--- config.mk ---
export PLATFORM = sky130hd
export DESIGN_NAME = ctherr_regs
export DESIGN_NICKNAME = d
export VERILOG_FILES = /design/src/hdl/ctherr_pkg.sv /design/src/hdl/ctherr_regs.sv
export SDC_FILE = /design/constraint.sdc
export NUM_CORES = 2
export LEC_CHECK = 0
export BUFFER_PORTS_ARGS = -buffer_cell sky130_fd_sc_hd__buf_2
export CORE_UTILIZATION = 43
export CTS_BUF_LIST = sky130_fd_sc_hd__clkbuf_4 sky130_fd_sc_hd__clkbuf_8 sky130_fd_sc_hd__clkbuf_16
export CTS_CLUSTER_DIAMETER = 80
export DETAILED_ROUTE_END_ITERATION = 10
export PLACE_DENSITY_LB_ADDON = 0.05
export SLEW_MARGIN = 20
export SYNTH_ARGS = -nofsm -noshare
export SYNTH_HDL_FRONTEND = slang
export SYNTH_SLANG_ARGS = --single-unit
--- constraint.sdc ---
create_clock -name clock -period 93.5 [get_ports clock]
set_input_delay 4.675 -clock clock [delete_from_list [all_inputs] [get_ports clock]]
set_output_delay 4.675 -clock clock [all_outputs]
set_load 0.1 [all_outputs]
--- src/hdl/ctherr_pkg.sv ---
// Constants and carrier types for the card-to-host error and statistics registers.
// Assumes one 50 MHz clock domain shared with the DMA write engine.
package ctherr_pkg;
  localparam logic [11:0] OFS_RSP_ACC    = 12'hA98;
  localparam logic [11:0] OFS_RSP_CMP    = 12'hA9C;
  localparam logic [11:0] OFS_WRQ_OUT    = 12'hAA0;
  localparam logic [11:0] OFS_WPL_REN    = 12'hAA4;
  localparam logic [11:0] OFS_WRQ_LEN    = 12'hAA8;
  localparam logic [11:0] OFS_WPL_LEN    = 12'hAAC;
  localparam logic [11:0] OFS_BUF_FIRST  = 12'hAB0;
  localparam logic [11:0] OFS_BUF_LAST   = 12'hAEC;
  localparam logic [11:0] OFS_ERR_LOG    = 12'hAF0;
  localparam logic [11:0] OFS_ERR_MASK   = 12'hAF4;
  localparam logic [11:0] OFS_FATAL_LOG  = 12'hAF8;
  localparam logic [11:0] OFS_FATAL_MASK = 12'hAFC;
  localparam logic [11:0] OFS_FATAL_ACT  = 12'hB00;
  localparam logic [11:0] OFS_ERR_INT    = 12'hB04;
  localparam logic [11:0] OFS_PFCH_CFG   = 12'hB08;
  localparam logic [11:0] OFS_TIMER_TICK = 12'hB0C;
  localparam logic [11:0] OFS_RSP_DROP   = 12'hB10;
  localparam logic [11:0] OFS_RSP_ERR    = 12'hB14;
  localparam logic [11:0] OFS_DESC_REQ   = 12'hB18;
  localparam logic [11:0] OFS_DBG_A      = 12'hB1C;
  localparam logic [11:0] OFS_DBG_B      = 12'hB20;
  localparam logic [11:0] OFS_DBG_C      = 12'hB24;

  localparam int BUF_COUNT     = 16;
  localparam int MAX_DESC      = 7;
  localparam int ERR_BIT_MTY   = 0;
  localparam int ERR_BIT_LEN   = 1;
  localparam int ERR_BIT_QID   = 3;
  localparam int ERR_BIT_MSI   = 7;
  localparam int ERR_BIT_DCNT  = 9;
  localparam int ERR_BIT_CTXP  = 10;
  localparam int ERR_BIT_BYPP  = 11;
  localparam logic [31:0] ERR_LOG_MASK   = 32'h0000_1FCB;
  localparam logic [31:0] FATAL_LOG_MASK = 32'h0007_FFFB;
  localparam int ACT_WRQ_DIS   = 0;
  localparam int ACT_PAR_INV   = 1;
  localparam int INT_ARM_BIT   = 10;
  localparam int INT_COAL_BIT  = 9;
  localparam logic [31:0] INT_RW_MASK = 32'h0000_07FF;
  localparam logic [31:0] REG_RESET = 32'h0000_0000;

  typedef struct packed {
    logic       rsp_accepted;
    logic       rsp_drop;
    logic       rsp_error;
    logic       rsp_completed;
    logic       wrq_out;
    logic [15:0] wrq_len;
    logic       wpl_ren;
    logic [15:0] wpl_len;
    logic       desc_req;
  } ctherr_evt_type;

  typedef struct packed {
    logic        beat_valid;
    logic        beat_last;
    logic [5:0]  empty_bytes;
    logic [15:0] beat_bytes;
    logic [15:0] ctrl_len;
    logic [10:0] ctrl_qid;
    logic [10:0] cmpt_qid;
    logic        cmpt_valid;
    logic [3:0]  desc_used;
    logic        desc_used_valid;
    logic [2:0]  pkt_port;
    logic [2:0]  ctx_port;
    logic [2:0]  byp_port;
    logic        port_check;
    logic        byp_check;
    logic        msix_fail;
  } ctherr_pkt_type;

  typedef struct packed {
    logic        coalesced;
    logic        vector;
    logic [7:0]  function_num;
  } ctherr_irq_type;

  typedef struct packed {
    logic [6:0]  eviction_threshold;
    logic [8:0]  max_queue_count;
    logic [7:0]  per_queue_depth;
    logic [7:0]  free_list_stop_threshold;
  } ctherr_pfch_type;
endpackage : ctherr_pkg

--- src/hdl/ctherr_regs.sv ---
// Card-to-host error logs, statistics counters and DMA configuration registers.
// Assumes an AHB-Lite master with single word transfers; all event inputs are on clock.
`timescale 1ns/1ps
// What this block does
// RQ1: Hardware sets normal error bit on condition
// RQ2: Writing one clears a logged bit
// RQ3: Masks never gate logging
// RQ4: Normal error forwarded only when mask set
// RQ5: Fatal error handled only when mask set
// RQ6: Action bit 0 disables write requests
// RQ7: Action bit 1 inverts payload parity
// RQ8: Software arms, hardware clears on accept
// RQ9: Coalesce bit picks indirect or direct
// RQ10: Vector and function fields drive interrupt
// RQ11: Eviction starts at queue count threshold
// RQ12: Queue count never exceeds programmed maximum
// RQ13: Depth field sets entries per queue
// RQ14: Stop prefetch at free-list threshold
// RQ15: Sixteen buffer sizes, selected per queue
// RQ16: Log error above seven descriptors
// RQ17: Nonzero empty bytes before last beat
// RQ18: Log length mismatch against control sideband
// RQ19: Log queue mismatch against completion stream
// RQ20: Log context and bypass port mismatches
// RQ21: Log failed interrupt message response
// RQ22: Accepted counter counts rsp_accepted only; drop and error have own counters
// RQ23: Counters wrap, ignore writes
module ctherr_regs (
  input  wire logic                      clock,
  input  wire logic                      rst,
  input  wire logic                      hsel,
  input  wire logic [31:0]               haddr,
  input  wire logic [1:0]                htrans,
  input  wire logic                      hwrite,
  input  wire logic [2:0]                hsize,
  input  wire logic [31:0]               hwdata,
  input  wire logic                      hready,
  output logic [31:0]                    hrdata,
  output logic                           hreadyout,
  output logic                           hresp,
  input  wire ctherr_pkg::ctherr_evt_type evt,
  input  wire ctherr_pkg::ctherr_pkt_type pkt,
  input  wire logic [31:0]               fatal_src,
  input  wire logic [3:0]                buf_select,
  output logic [31:0]                    buf_size,
  input  wire logic [31:0]               debug_a,
  input  wire logic [31:0]               debug_b,
  input  wire logic [31:0]               debug_c,
  output logic [31:0]                    err_to_aggregator,
  output logic [31:0]                    fatal_to_handler,
  output logic                           wrq_disable,
  output logic                           wpl_parity_invert,
  output logic                           err_irq_req,
  output ctherr_pkg::ctherr_irq_type     err_irq_info,
  input  wire logic                      err_irq_taken,
  input  wire logic [8:0]                pfch_queue_count,
  input  wire logic [7:0]                free_list_count,
  output logic                           pfch_evict,
  output logic                           pfch_allow_fill,
  output logic                           pfch_stop,
  output ctherr_pkg::ctherr_pfch_type    pfch_cfg,
  output logic [31:0]                    timer_tick
);
  // Bus address phase capture
  logic        wr_pend_ff;
  logic [11:0] wr_addr_ff;
  logic [31:0] rdata_ff;

  logic [31:0] cnt_ff [8];
  logic [31:0] buf_ff [ctherr_pkg::BUF_COUNT];
  logic [31:0] err_log_ff;
  logic [31:0] err_mask_ff;
  logic [31:0] fatal_log_ff;
  logic [31:0] fatal_mask_ff;
  logic [1:0]  fatal_act_ff;
  logic [10:0] err_int_ff;
  logic [31:0] pfch_ff;
  logic [31:0] tick_ff;
  logic        fatal_seen_ff;
  logic [15:0] pkt_len_ff;

  wire        take      = hsel & hready & htrans[1];
  wire        take_rd   = take & ~hwrite;
  wire [11:0] rd_addr   = haddr[11:0];
  wire        do_wr     = wr_pend_ff;
  wire        wr_err    = do_wr & (wr_addr_ff == ctherr_pkg::OFS_ERR_LOG);
  wire        wr_fatal  = do_wr & (wr_addr_ff == ctherr_pkg::OFS_FATAL_LOG);
  wire        wr_emask  = do_wr & (wr_addr_ff == ctherr_pkg::OFS_ERR_MASK);
  wire        wr_fmask  = do_wr & (wr_addr_ff == ctherr_pkg::OFS_FATAL_MASK);
  wire        wr_act    = do_wr & (wr_addr_ff == ctherr_pkg::OFS_FATAL_ACT);
  wire        wr_int    = do_wr & (wr_addr_ff == ctherr_pkg::OFS_ERR_INT);
  wire        wr_pfch   = do_wr & (wr_addr_ff == ctherr_pkg::OFS_PFCH_CFG);
  wire        wr_tick   = do_wr & (wr_addr_ff == ctherr_pkg::OFS_TIMER_TICK);
  wire        wr_buf    = do_wr & (wr_addr_ff >= ctherr_pkg::OFS_BUF_FIRST)
                                & (wr_addr_ff <= ctherr_pkg::OFS_BUF_LAST);
  wire [3:0]  wr_buf_ix = 4'((wr_addr_ff - ctherr_pkg::OFS_BUF_FIRST) >> 2);
  wire [3:0]  rd_buf_ix = 4'((rd_addr - ctherr_pkg::OFS_BUF_FIRST) >> 2);

  // Error detection from the packet side
  wire [15:0] nxt_pkt_len = pkt.beat_valid ? (pkt.beat_last ? 16'h0000 : pkt_len_ff + pkt.beat_bytes) : pkt_len_ff;
  wire [15:0] pkt_total   = pkt_len_ff + pkt.beat_bytes;
  logic [31:0] err_hit;
  always_comb begin
    err_hit = 32'h0000_0000;
    err_hit[ctherr_pkg::ERR_BIT_MTY]  = pkt.beat_valid & ~pkt.beat_last & (pkt.empty_bytes != 6'h00); // RQ17
    err_hit[ctherr_pkg::ERR_BIT_LEN]  = pkt.beat_valid & pkt.beat_last & (pkt_total != pkt.ctrl_len); // RQ18
    err_hit[ctherr_pkg::ERR_BIT_QID]  = pkt.cmpt_valid & (pkt.ctrl_qid != pkt.cmpt_qid); // RQ19
    err_hit[ctherr_pkg::ERR_BIT_MSI]  = pkt.msix_fail; // RQ21
    err_hit[ctherr_pkg::ERR_BIT_DCNT] = pkt.desc_used_valid & (pkt.desc_used > 4'(ctherr_pkg::MAX_DESC)); // RQ16
    err_hit[ctherr_pkg::ERR_BIT_CTXP] = pkt.port_check & (pkt.pkt_port != pkt.ctx_port); // RQ20
    err_hit[ctherr_pkg::ERR_BIT_BYPP] = pkt.byp_check & (pkt.pkt_port != pkt.byp_port); // RQ20
  end
  wire [31:0] fatal_hit = fatal_src & ctherr_pkg::FATAL_LOG_MASK;

  // Set wins over a same-cycle write-one clear
  wire [31:0] nxt_err_log   = ((err_log_ff & ~(wr_err ? hwdata : 32'h0000_0000)) | err_hit)
                              & ctherr_pkg::ERR_LOG_MASK; // RQ1 RQ2 RQ3
  wire [31:0] nxt_fatal_log = (fatal_log_ff & ~(wr_fatal ? hwdata : 32'h0000_0000)) | fatal_hit; // RQ2 RQ3
  wire        fatal_now     = |(fatal_hit & fatal_mask_ff); // RQ5

  always_ff @(posedge clock or posedge rst) begin
    if (rst) begin
      wr_pend_ff <= 1'b0;
      wr_addr_ff <= 12'h000;
    end else begin
      wr_pend_ff <= take & hwrite;
      wr_addr_ff <= haddr[11:0];
    end
  end

  always_ff @(posedge clock or posedge rst) begin
    if (rst) begin
      err_log_ff    <= ctherr_pkg::REG_RESET;
      fatal_log_ff  <= ctherr_pkg::REG_RESET;
      err_mask_ff   <= ctherr_pkg::REG_RESET;
      fatal_mask_ff <= ctherr_pkg::REG_RESET;
      pkt_len_ff    <= 16'h0000;
    end else begin
      err_log_ff   <= nxt_err_log;
      fatal_log_ff <= nxt_fatal_log;
      pkt_len_ff   <= nxt_pkt_len;
      if (wr_emask) err_mask_ff <= hwdata;
      if (wr_fmask) fatal_mask_ff <= hwdata;
    end
  end

  // Fatal event stays latched until reset; writing zero to the action register releases the actions
  always_ff @(posedge clock or posedge rst) begin
    if (rst) begin
      fatal_act_ff  <= 2'h0;
      fatal_seen_ff <= 1'b0;
      err_int_ff    <= 11'h000;
      pfch_ff       <= ctherr_pkg::REG_RESET;
      tick_ff       <= ctherr_pkg::REG_RESET;
    end else begin
      if (fatal_now) fatal_seen_ff <= 1'b1;
      if (wr_act) fatal_act_ff <= hwdata[1:0];
      if (wr_int) err_int_ff <= hwdata[10:0];
      else if (err_irq_taken) err_int_ff[ctherr_pkg::INT_ARM_BIT] <= 1'b0; // RQ8
      if (wr_pfch) pfch_ff <= hwdata;
      if (wr_tick) tick_ff <= hwdata;
    end
  end

  // Buffer-size table and event counters
  wire [7:0]  cnt_inc = {evt.desc_req, evt.rsp_error, evt.rsp_drop, evt.wpl_ren,
                         evt.wrq_out, evt.rsp_completed, evt.rsp_accepted, 1'b0};
  wire [31:0] cnt_add [8];
  assign cnt_add[0] = {16'h0000, evt.wrq_out ? evt.wrq_len : 16'h0000};
  assign cnt_add[1] = 32'(cnt_inc[1]);
  assign cnt_add[2] = 32'(cnt_inc[2]);
  assign cnt_add[3] = 32'(cnt_inc[3]);
  assign cnt_add[4] = 32'(cnt_inc[4]);
  assign cnt_add[5] = 32'(cnt_inc[5]);
  assign cnt_add[6] = 32'(cnt_inc[6]);
  assign cnt_add[7] = {16'h0000, evt.wpl_ren ? evt.wpl_len : 16'h0000};
  // 0 wrq len, 1 accepted, 2 completed, 3 wrq out, 4 ren, 5 drop, 6 error, 7 wpl len, desc req separate
  logic [31:0] desc_req_ff;
  genvar gi;
  generate
    for (gi = 0; gi < 8; gi++) begin : g_cnt
      always_ff @(posedge clock or posedge rst) begin
        if (rst) cnt_ff[gi] <= ctherr_pkg::REG_RESET;
        else cnt_ff[gi] <= cnt_ff[gi] + cnt_add[gi]; // RQ22 RQ23
      end
    end
    for (gi = 0; gi < ctherr_pkg::BUF_COUNT; gi++) begin : g_buf
      always_ff @(posedge clock or posedge rst) begin
        if (rst) buf_ff[gi] <= ctherr_pkg::REG_RESET;
        else if (wr_buf && wr_buf_ix == 4'(gi)) buf_ff[gi] <= hwdata; // RQ15
      end
    end
  endgenerate
  always_ff @(posedge clock or posedge rst) begin
    if (rst) desc_req_ff <= ctherr_pkg::REG_RESET;
    else desc_req_ff <= desc_req_ff + 32'(cnt_inc[7]); // RQ23
  end

  // Read mux
  logic [31:0] rd_val;
  always_comb begin
    unique case (rd_addr)
      ctherr_pkg::OFS_RSP_ACC:    rd_val = cnt_ff[1];
      ctherr_pkg::OFS_RSP_CMP:    rd_val = cnt_ff[2];
      ctherr_pkg::OFS_WRQ_OUT:    rd_val = cnt_ff[3];
      ctherr_pkg::OFS_WPL_REN:    rd_val = cnt_ff[4];
      ctherr_pkg::OFS_WRQ_LEN:    rd_val = cnt_ff[0];
      ctherr_pkg::OFS_WPL_LEN:    rd_val = cnt_ff[7];
      ctherr_pkg::OFS_ERR_LOG:    rd_val = err_log_ff;
      ctherr_pkg::OFS_ERR_MASK:   rd_val = err_mask_ff;
      ctherr_pkg::OFS_FATAL_LOG:  rd_val = fatal_log_ff;
      ctherr_pkg::OFS_FATAL_MASK: rd_val = fatal_mask_ff;
      ctherr_pkg::OFS_FATAL_ACT:  rd_val = {30'h0000_0000, fatal_act_ff};
      ctherr_pkg::OFS_ERR_INT:    rd_val = {21'h00_0000, err_int_ff};
      ctherr_pkg::OFS_PFCH_CFG:   rd_val = pfch_ff;
      ctherr_pkg::OFS_TIMER_TICK: rd_val = tick_ff;
      ctherr_pkg::OFS_RSP_DROP:   rd_val = cnt_ff[5];
      ctherr_pkg::OFS_RSP_ERR:    rd_val = cnt_ff[6];
      ctherr_pkg::OFS_DESC_REQ:   rd_val = desc_req_ff;
      ctherr_pkg::OFS_DBG_A:      rd_val = {1'b0, debug_a[30:0]};
      ctherr_pkg::OFS_DBG_B:      rd_val = {1'b0, debug_b[30:0]};
      ctherr_pkg::OFS_DBG_C:      rd_val = {2'h0, debug_c[29:0]};
      default: begin
        if (rd_addr >= ctherr_pkg::OFS_BUF_FIRST && rd_addr <= ctherr_pkg::OFS_BUF_LAST) rd_val = buf_ff[rd_buf_ix];
        else rd_val = 32'h0000_0000;
      end
    endcase
  end
  // Captured at the address phase: a read right behind a write sees the old value
  always_ff @(posedge clock or posedge rst) begin
    if (rst) rdata_ff <= 32'h0000_0000;
    else if (take_rd) rdata_ff <= rd_val;
  end

  // Zero wait states; unmapped addresses read zero, writes dropped
  assign hreadyout = 1'b1;
  assign hresp     = 1'b0;
  assign hrdata    = rdata_ff;

  assign err_to_aggregator = err_log_ff & err_mask_ff; // RQ4
  assign fatal_to_handler  = fatal_log_ff & fatal_mask_ff; // RQ5
  assign wrq_disable       = fatal_seen_ff & fatal_act_ff[ctherr_pkg::ACT_WRQ_DIS]; // RQ6
  assign wpl_parity_invert = fatal_seen_ff & fatal_act_ff[ctherr_pkg::ACT_PAR_INV]; // RQ7
  assign err_irq_req       = err_int_ff[ctherr_pkg::INT_ARM_BIT] & (|err_to_aggregator); // RQ8
  // One driver for the whole struct
  assign err_irq_info      = '{coalesced:    err_int_ff[ctherr_pkg::INT_COAL_BIT], // RQ9
                               vector:       err_int_ff[8], // RQ10
                               function_num: err_int_ff[7:0]}; // RQ10
  assign pfch_cfg          = pfch_ff; // RQ13
  assign pfch_evict        = pfch_queue_count >= {2'h0, pfch_ff[31:25]}; // RQ11
  assign pfch_allow_fill   = (pfch_queue_count < pfch_ff[24:16]) & ~pfch_stop; // RQ12 RQ14
  assign pfch_stop         = free_list_count <= pfch_ff[7:0]; // RQ14
  assign buf_size          = buf_ff[buf_select]; // RQ15
  assign timer_tick        = tick_ff;

  a_err_log_set: assert property (@(posedge clock) disable iff (rst) // RQ1
    |err_hit |-> ##1 ((err_log_ff & $past(err_hit)) == $past(err_hit)))
    else $error("error log bit not set");
  a_err_w1c: assert property (@(posedge clock) disable iff (rst) // RQ2
    (wr_err && err_hit == 32'h0) |=> ((err_log_ff & $past(hwdata)) == 32'h0))
    else $error("error log bit not cleared");
  a_mask_forward: assert property (@(posedge clock) disable iff (rst) // RQ4
    (err_to_aggregator & ~err_mask_ff) == 32'h0)
    else $error("unmasked error forwarded");
  a_wrq_stop: assert property (@(posedge clock) disable iff (rst) // RQ6
    (fatal_now && fatal_act_ff[0] && !wr_act) |=> wrq_disable)
    else $error("write requests not disabled");
  a_par_inv: assert property (@(posedge clock) disable iff (rst) // RQ7
    (fatal_now && fatal_act_ff[1] && !wr_act) |=> wpl_parity_invert)
    else $error("parity not inverted");
  a_arm_clear: assert property (@(posedge clock) disable iff (rst) // RQ8
    (err_irq_taken && !wr_int) |=> !err_int_ff[10])
    else $error("arm bit not cleared");
  a_desc_cnt: assert property (@(posedge clock) disable iff (rst) // RQ16
    (pkt.desc_used_valid && pkt.desc_used > 4'h7) |=> err_log_ff[9])
    else $error("descriptor count error missed");
  a_cnt_step: assert property (@(posedge clock) disable iff (rst) // RQ22
    evt.rsp_accepted |=> cnt_ff[1] == $past(cnt_ff[1]) + 32'h1)
    else $error("accepted counter did not step");

  // Seen from the outputs and the error log; a same-cycle mask write is left out
  a_mask_pass: assert property (@(posedge clock) disable iff (rst) // RQ4
    (|(err_hit & err_mask_ff) && !wr_emask) |=> |err_to_aggregator)
    else $error("enabled error not forwarded");
  a_log_unmasked: assert property (@(posedge clock) disable iff (rst) // RQ3
    (|(err_hit & ~err_mask_ff) && !wr_emask) |=> |(err_log_ff & ~err_mask_ff))
    else $error("masked error not logged");
  a_fatal_forward: assert property (@(posedge clock) disable iff (rst) // RQ5
    (fatal_now && !wr_fmask) |=> |fatal_to_handler)
    else $error("fatal error not handed on");

  a_qid_log: assert property (@(posedge clock) disable iff (rst) // RQ19
    (pkt.cmpt_valid && pkt.ctrl_qid != pkt.cmpt_qid) |=> err_log_ff[ctherr_pkg::ERR_BIT_QID])
    else $error("queue mismatch not logged");
  a_len_log: assert property (@(posedge clock) disable iff (rst) // RQ18
    (pkt.beat_valid && pkt.beat_last && pkt_total != pkt.ctrl_len) |=> err_log_ff[ctherr_pkg::ERR_BIT_LEN])
    else $error("length mismatch not logged");

  a_cnt_readonly: assert property (@(posedge clock) disable iff (rst) // RQ23
    (wr_pend_ff && wr_addr_ff == ctherr_pkg::OFS_RSP_ACC && !evt.rsp_accepted) |=> $stable(cnt_ff[1]))
    else $error("counter changed by a write");
  a_buf_select: assert property (@(posedge clock) disable iff (rst) // RQ15
    (wr_buf && buf_select == wr_buf_ix) ##1 $stable(buf_select) |-> buf_size == $past(hwdata))
    else $error("selected buffer size wrong");

  c_err_logged: cover property (@(posedge clock) disable iff (rst) err_hit[0] ##[1:20] wr_err);
  c_pfch_stop: cover property (@(posedge clock) disable iff (rst) pfch_evict && pfch_stop);
  c_buf_last: cover property (@(posedge clock) disable iff (rst) wr_buf && wr_buf_ix == 4'hF);
  c_fatal: cover property (@(posedge clock) disable iff (rst) fatal_now && fatal_act_ff == 2'h3);
  c_irq_taken: cover property (@(posedge clock) disable iff (rst) err_irq_req ##1 err_irq_taken);
endmodule : ctherr_regs

==> impl_metrics.csv <==
group,metric,value,unit
global_route,grt_first_pass_wirelength,284,mm
cts,htreeDepth,3,
routing,route.detailed.drc,0,
yosys,yosys-mux-area-fraction,0.264,
critical_path,crit_start,"buf_select[0]",
timing,finalSetupTns,0,ns
yosys,synth_edf_count,0,
yosys,synth_seq_cells,1045,
yosys,synthTopCellsByArea,"dfrtp_1, mux2_2, mux4_2",
critical_path,critPathLaunchType,"primary input",
timing,max_slew_margin,0.240,
critical_path,crit_fanout,62,
die,fp.dieArea,0.129,mm2
routing,ant_nets,0,
yosys,syn_area_per_cell,13.1,um2
yosys,synth_top_family_by_area,"multiplexers",
timing,skew,0.0267,ns
yosys,synth_xor_area_frac,0.0512,
finish,drive_above_1_share,0.386,
timing,rsz0062_at_grt,"false",
yosys,yosysSeqAreaShare,0.478,
critical_path,end_kind,"output pin",
cts,cts_buffer_depth,3,
die,ios,553,
die,dieWidth,359,um
finish,fill_cells,11300,
power_and_ir_drop,p_per_area,19.5,mW/mm2
yosys,async_flop_share,1.00,
cts,hold_buffers,0,
yosys,synth_cell_types,87,
critical_path,r2r-start,"cnt_ff[0]",
power_and_ir_drop,total_power,0.00122,W
yosys,synthCells,4177,
cts,cts_sinks,1045,
finish,fin_nets,4988,
power_and_ir_drop,vdd_drop_max,0.0174,mV
placement,gp_congestion,0.917,
yosys,ys_warn_count,0,
worst_hold_path,hp-start,"desc_req_ff[31]",
timing,hold_violations,0,
yosys,synth_compound_area_frac,0.0776,
cts,cts.clk_slew.worst_paths,0.06,ns
routing,drt_iter0_markers,3645,
routing,vias,39000,
critical_path,cp.required,88.82,ns
critical_path,setup.worst_path.class,"primary input to output pin",
cts,cts_resized,0,
job,drv_cap,0,
global_route,grt_max_degree,171,
finish,final_util,0.499,
yosys,syn-cell-area,0.0548,mm2
cts,cts-root-buf,"clkbuf_16",
power_and_ir_drop,leakage,27.9,nW
finish,fin_cells,6308,
global_route,grt_use_total,0.302,
timing,setup_viol,0,
yosys,ys.flop_type,"dfrtp_1",
die,coreArea,0.126,mm2
routing,wl_per_cell,31.0,um
cts,cts_tree,"yes",
die,dieHeight,359,um
timing,worstMarginPinSlew,1.14,ns
timing,setup_slack,81.20,ns
cts,clk_latency,0.72,ns
yosys,yosys-top-cells-count,"dfrtp_1, mux2_2, mux4_2",
yosys,synthAdderAreaFrac,0.0212,
global_route,antenna_found_initial,32,
yosys,synth_top_area_cell,"dfrtp_1",
timing,layout_min_cycle_time,12.30,ns
critical_path,ff2ff_setup_slack,90.29,ns
placement,dp_slack,81.13,ns
yosys,synthSimpleGateAreaFrac,0.0786,
timing,period_share,0.132,
global_route,first_global_vias,39100,
placement,portBuffers,483,
yosys,yosys.cell_count.top_type,"dfrtp_1",
timing,drv_slew,0,
die,start_util,0.435,
worst_hold_path,hold_class,"register to register",
placement,dp_cells,6085,
routing,vias_per_cell,6.18,
global_route,gr-total-overflow,0,
cts,cts_made_buffers,117,
finish,syn_to_final_growth,14.7,%
cts,cts_setup_buffers,0,
run_status,outcome,"finished clean",
routing,wl,195,mm
die,fp-row-count,130,
yosys,synth.top_cell.area_share,0.478,
routing,dr.pass1.iters,9,
timing,timing.fmax,81.3,MHz
critical_path,cp.arrival,7.63,ns
placement,hpwl,131,mm
==> state kept, by name, indices dropped and copies added (netlist names) <==
register,count
err_log_ff,10
fatal_seen_ff,1
err_mask_ff,32
buf_ff,512
pfch_cfg,32
timer_tick,32
pkt_len_ff,16
fatal_act_ff,2
do_wr,1
cnt_ff,256
desc_req_ff,32
fatal_log_ff,32
wr_addr_ff,12
err_int_ff,11
hrdata,32
fatal_mask_ff,32
==> per-stage QoR <==
step                hold WS [ns]  cell area [um2]
finish                     0.474            62800
global route               0.484            62800
CTS                        0.473            62800
detailed placement         0.463            58800
global placement           0.453            58800
floorplan                  0.441            54800
==> power breakdown <==
group	internal (W)	switching (W)	leakage [nW]	total (W)
sequential	0.000486	0.0000361	13.3	0.000522
clock	0.000284	0.000196	2.02	0.000481
combinational	0.0000791	0.000143	12.5	0.000222
total	0.000849	0.000375	27.9	0.00122
==> critical path, cell delays in order <==
cell and delay [ns]:
clkbuf_8 0.61, buf_4 0.72, mux4_2 0.60, mux4_2 0.53
buf_2 0.32
==> kinds of logic after synthesis <==
group           after synthesis
buf+inv                     385
simple gates                834
xor+xnor                    310
other cells                   2
mux                         964
flops                      1045
compound gates              546
fa+ha+maj                    91
==> per-layer routing <==
layer	routed length (um)	part of all wire	vias to the layer above	global-route usage
li1	-	-	16500	-
met1	85600	0.44	20800	0.430
met2	90500	0.46	1385	0.472
met3	13000	0.066	320	0.0511
met4	6250	0.032	20	0.0920
met5	138	0.00071	-	0
==> layout by cell type (no fill, tap or decap), types with 82 or more instances in the layout <==
cell / n
ha_1: 87
xnor2_1: 211
clkbuf_16: 118
and2_1: 82
nand2_1: 174
buf_2: 477
nand3_1: 135
nor2_1: 119
a22oi_1: 138
xor2_1: 93
dfrtp_1: 1045
mux4_2: 320
mux2_2: 642
==> layout make-up <==
class / count / area (um2) / share of cell area
clock buffers: 173 / 3570 / 0.0568
repair buffers: 554 / 3020 / 0.0480
well taps: 1650 / 2060 / 0.0329
clock inverters: 37 / 428 / 0.00681
multi-input cells: 2769 / 27300 / 0.435
inverters: 67 / 259 / 0.00412
diodes: 13 / 32.5 / 0.000518
flip-flops and latches: 1045 / 26200 / 0.416
==> path summary, 6_finish.rpt <==
check,cells past startpoint,endpoint
worst max-delay path,5,buf_size[13]
worst min-delay path,1,desc_req_ff[31]
worst max register to register,11,cnt_ff[30]
worst min register to register,1,desc_req_ff[31]
max in group asynchronous,5,cnt_ff[150]
min in group asynchronous,2,err_log_ff[9]
(Power assumes the default switching activity.)
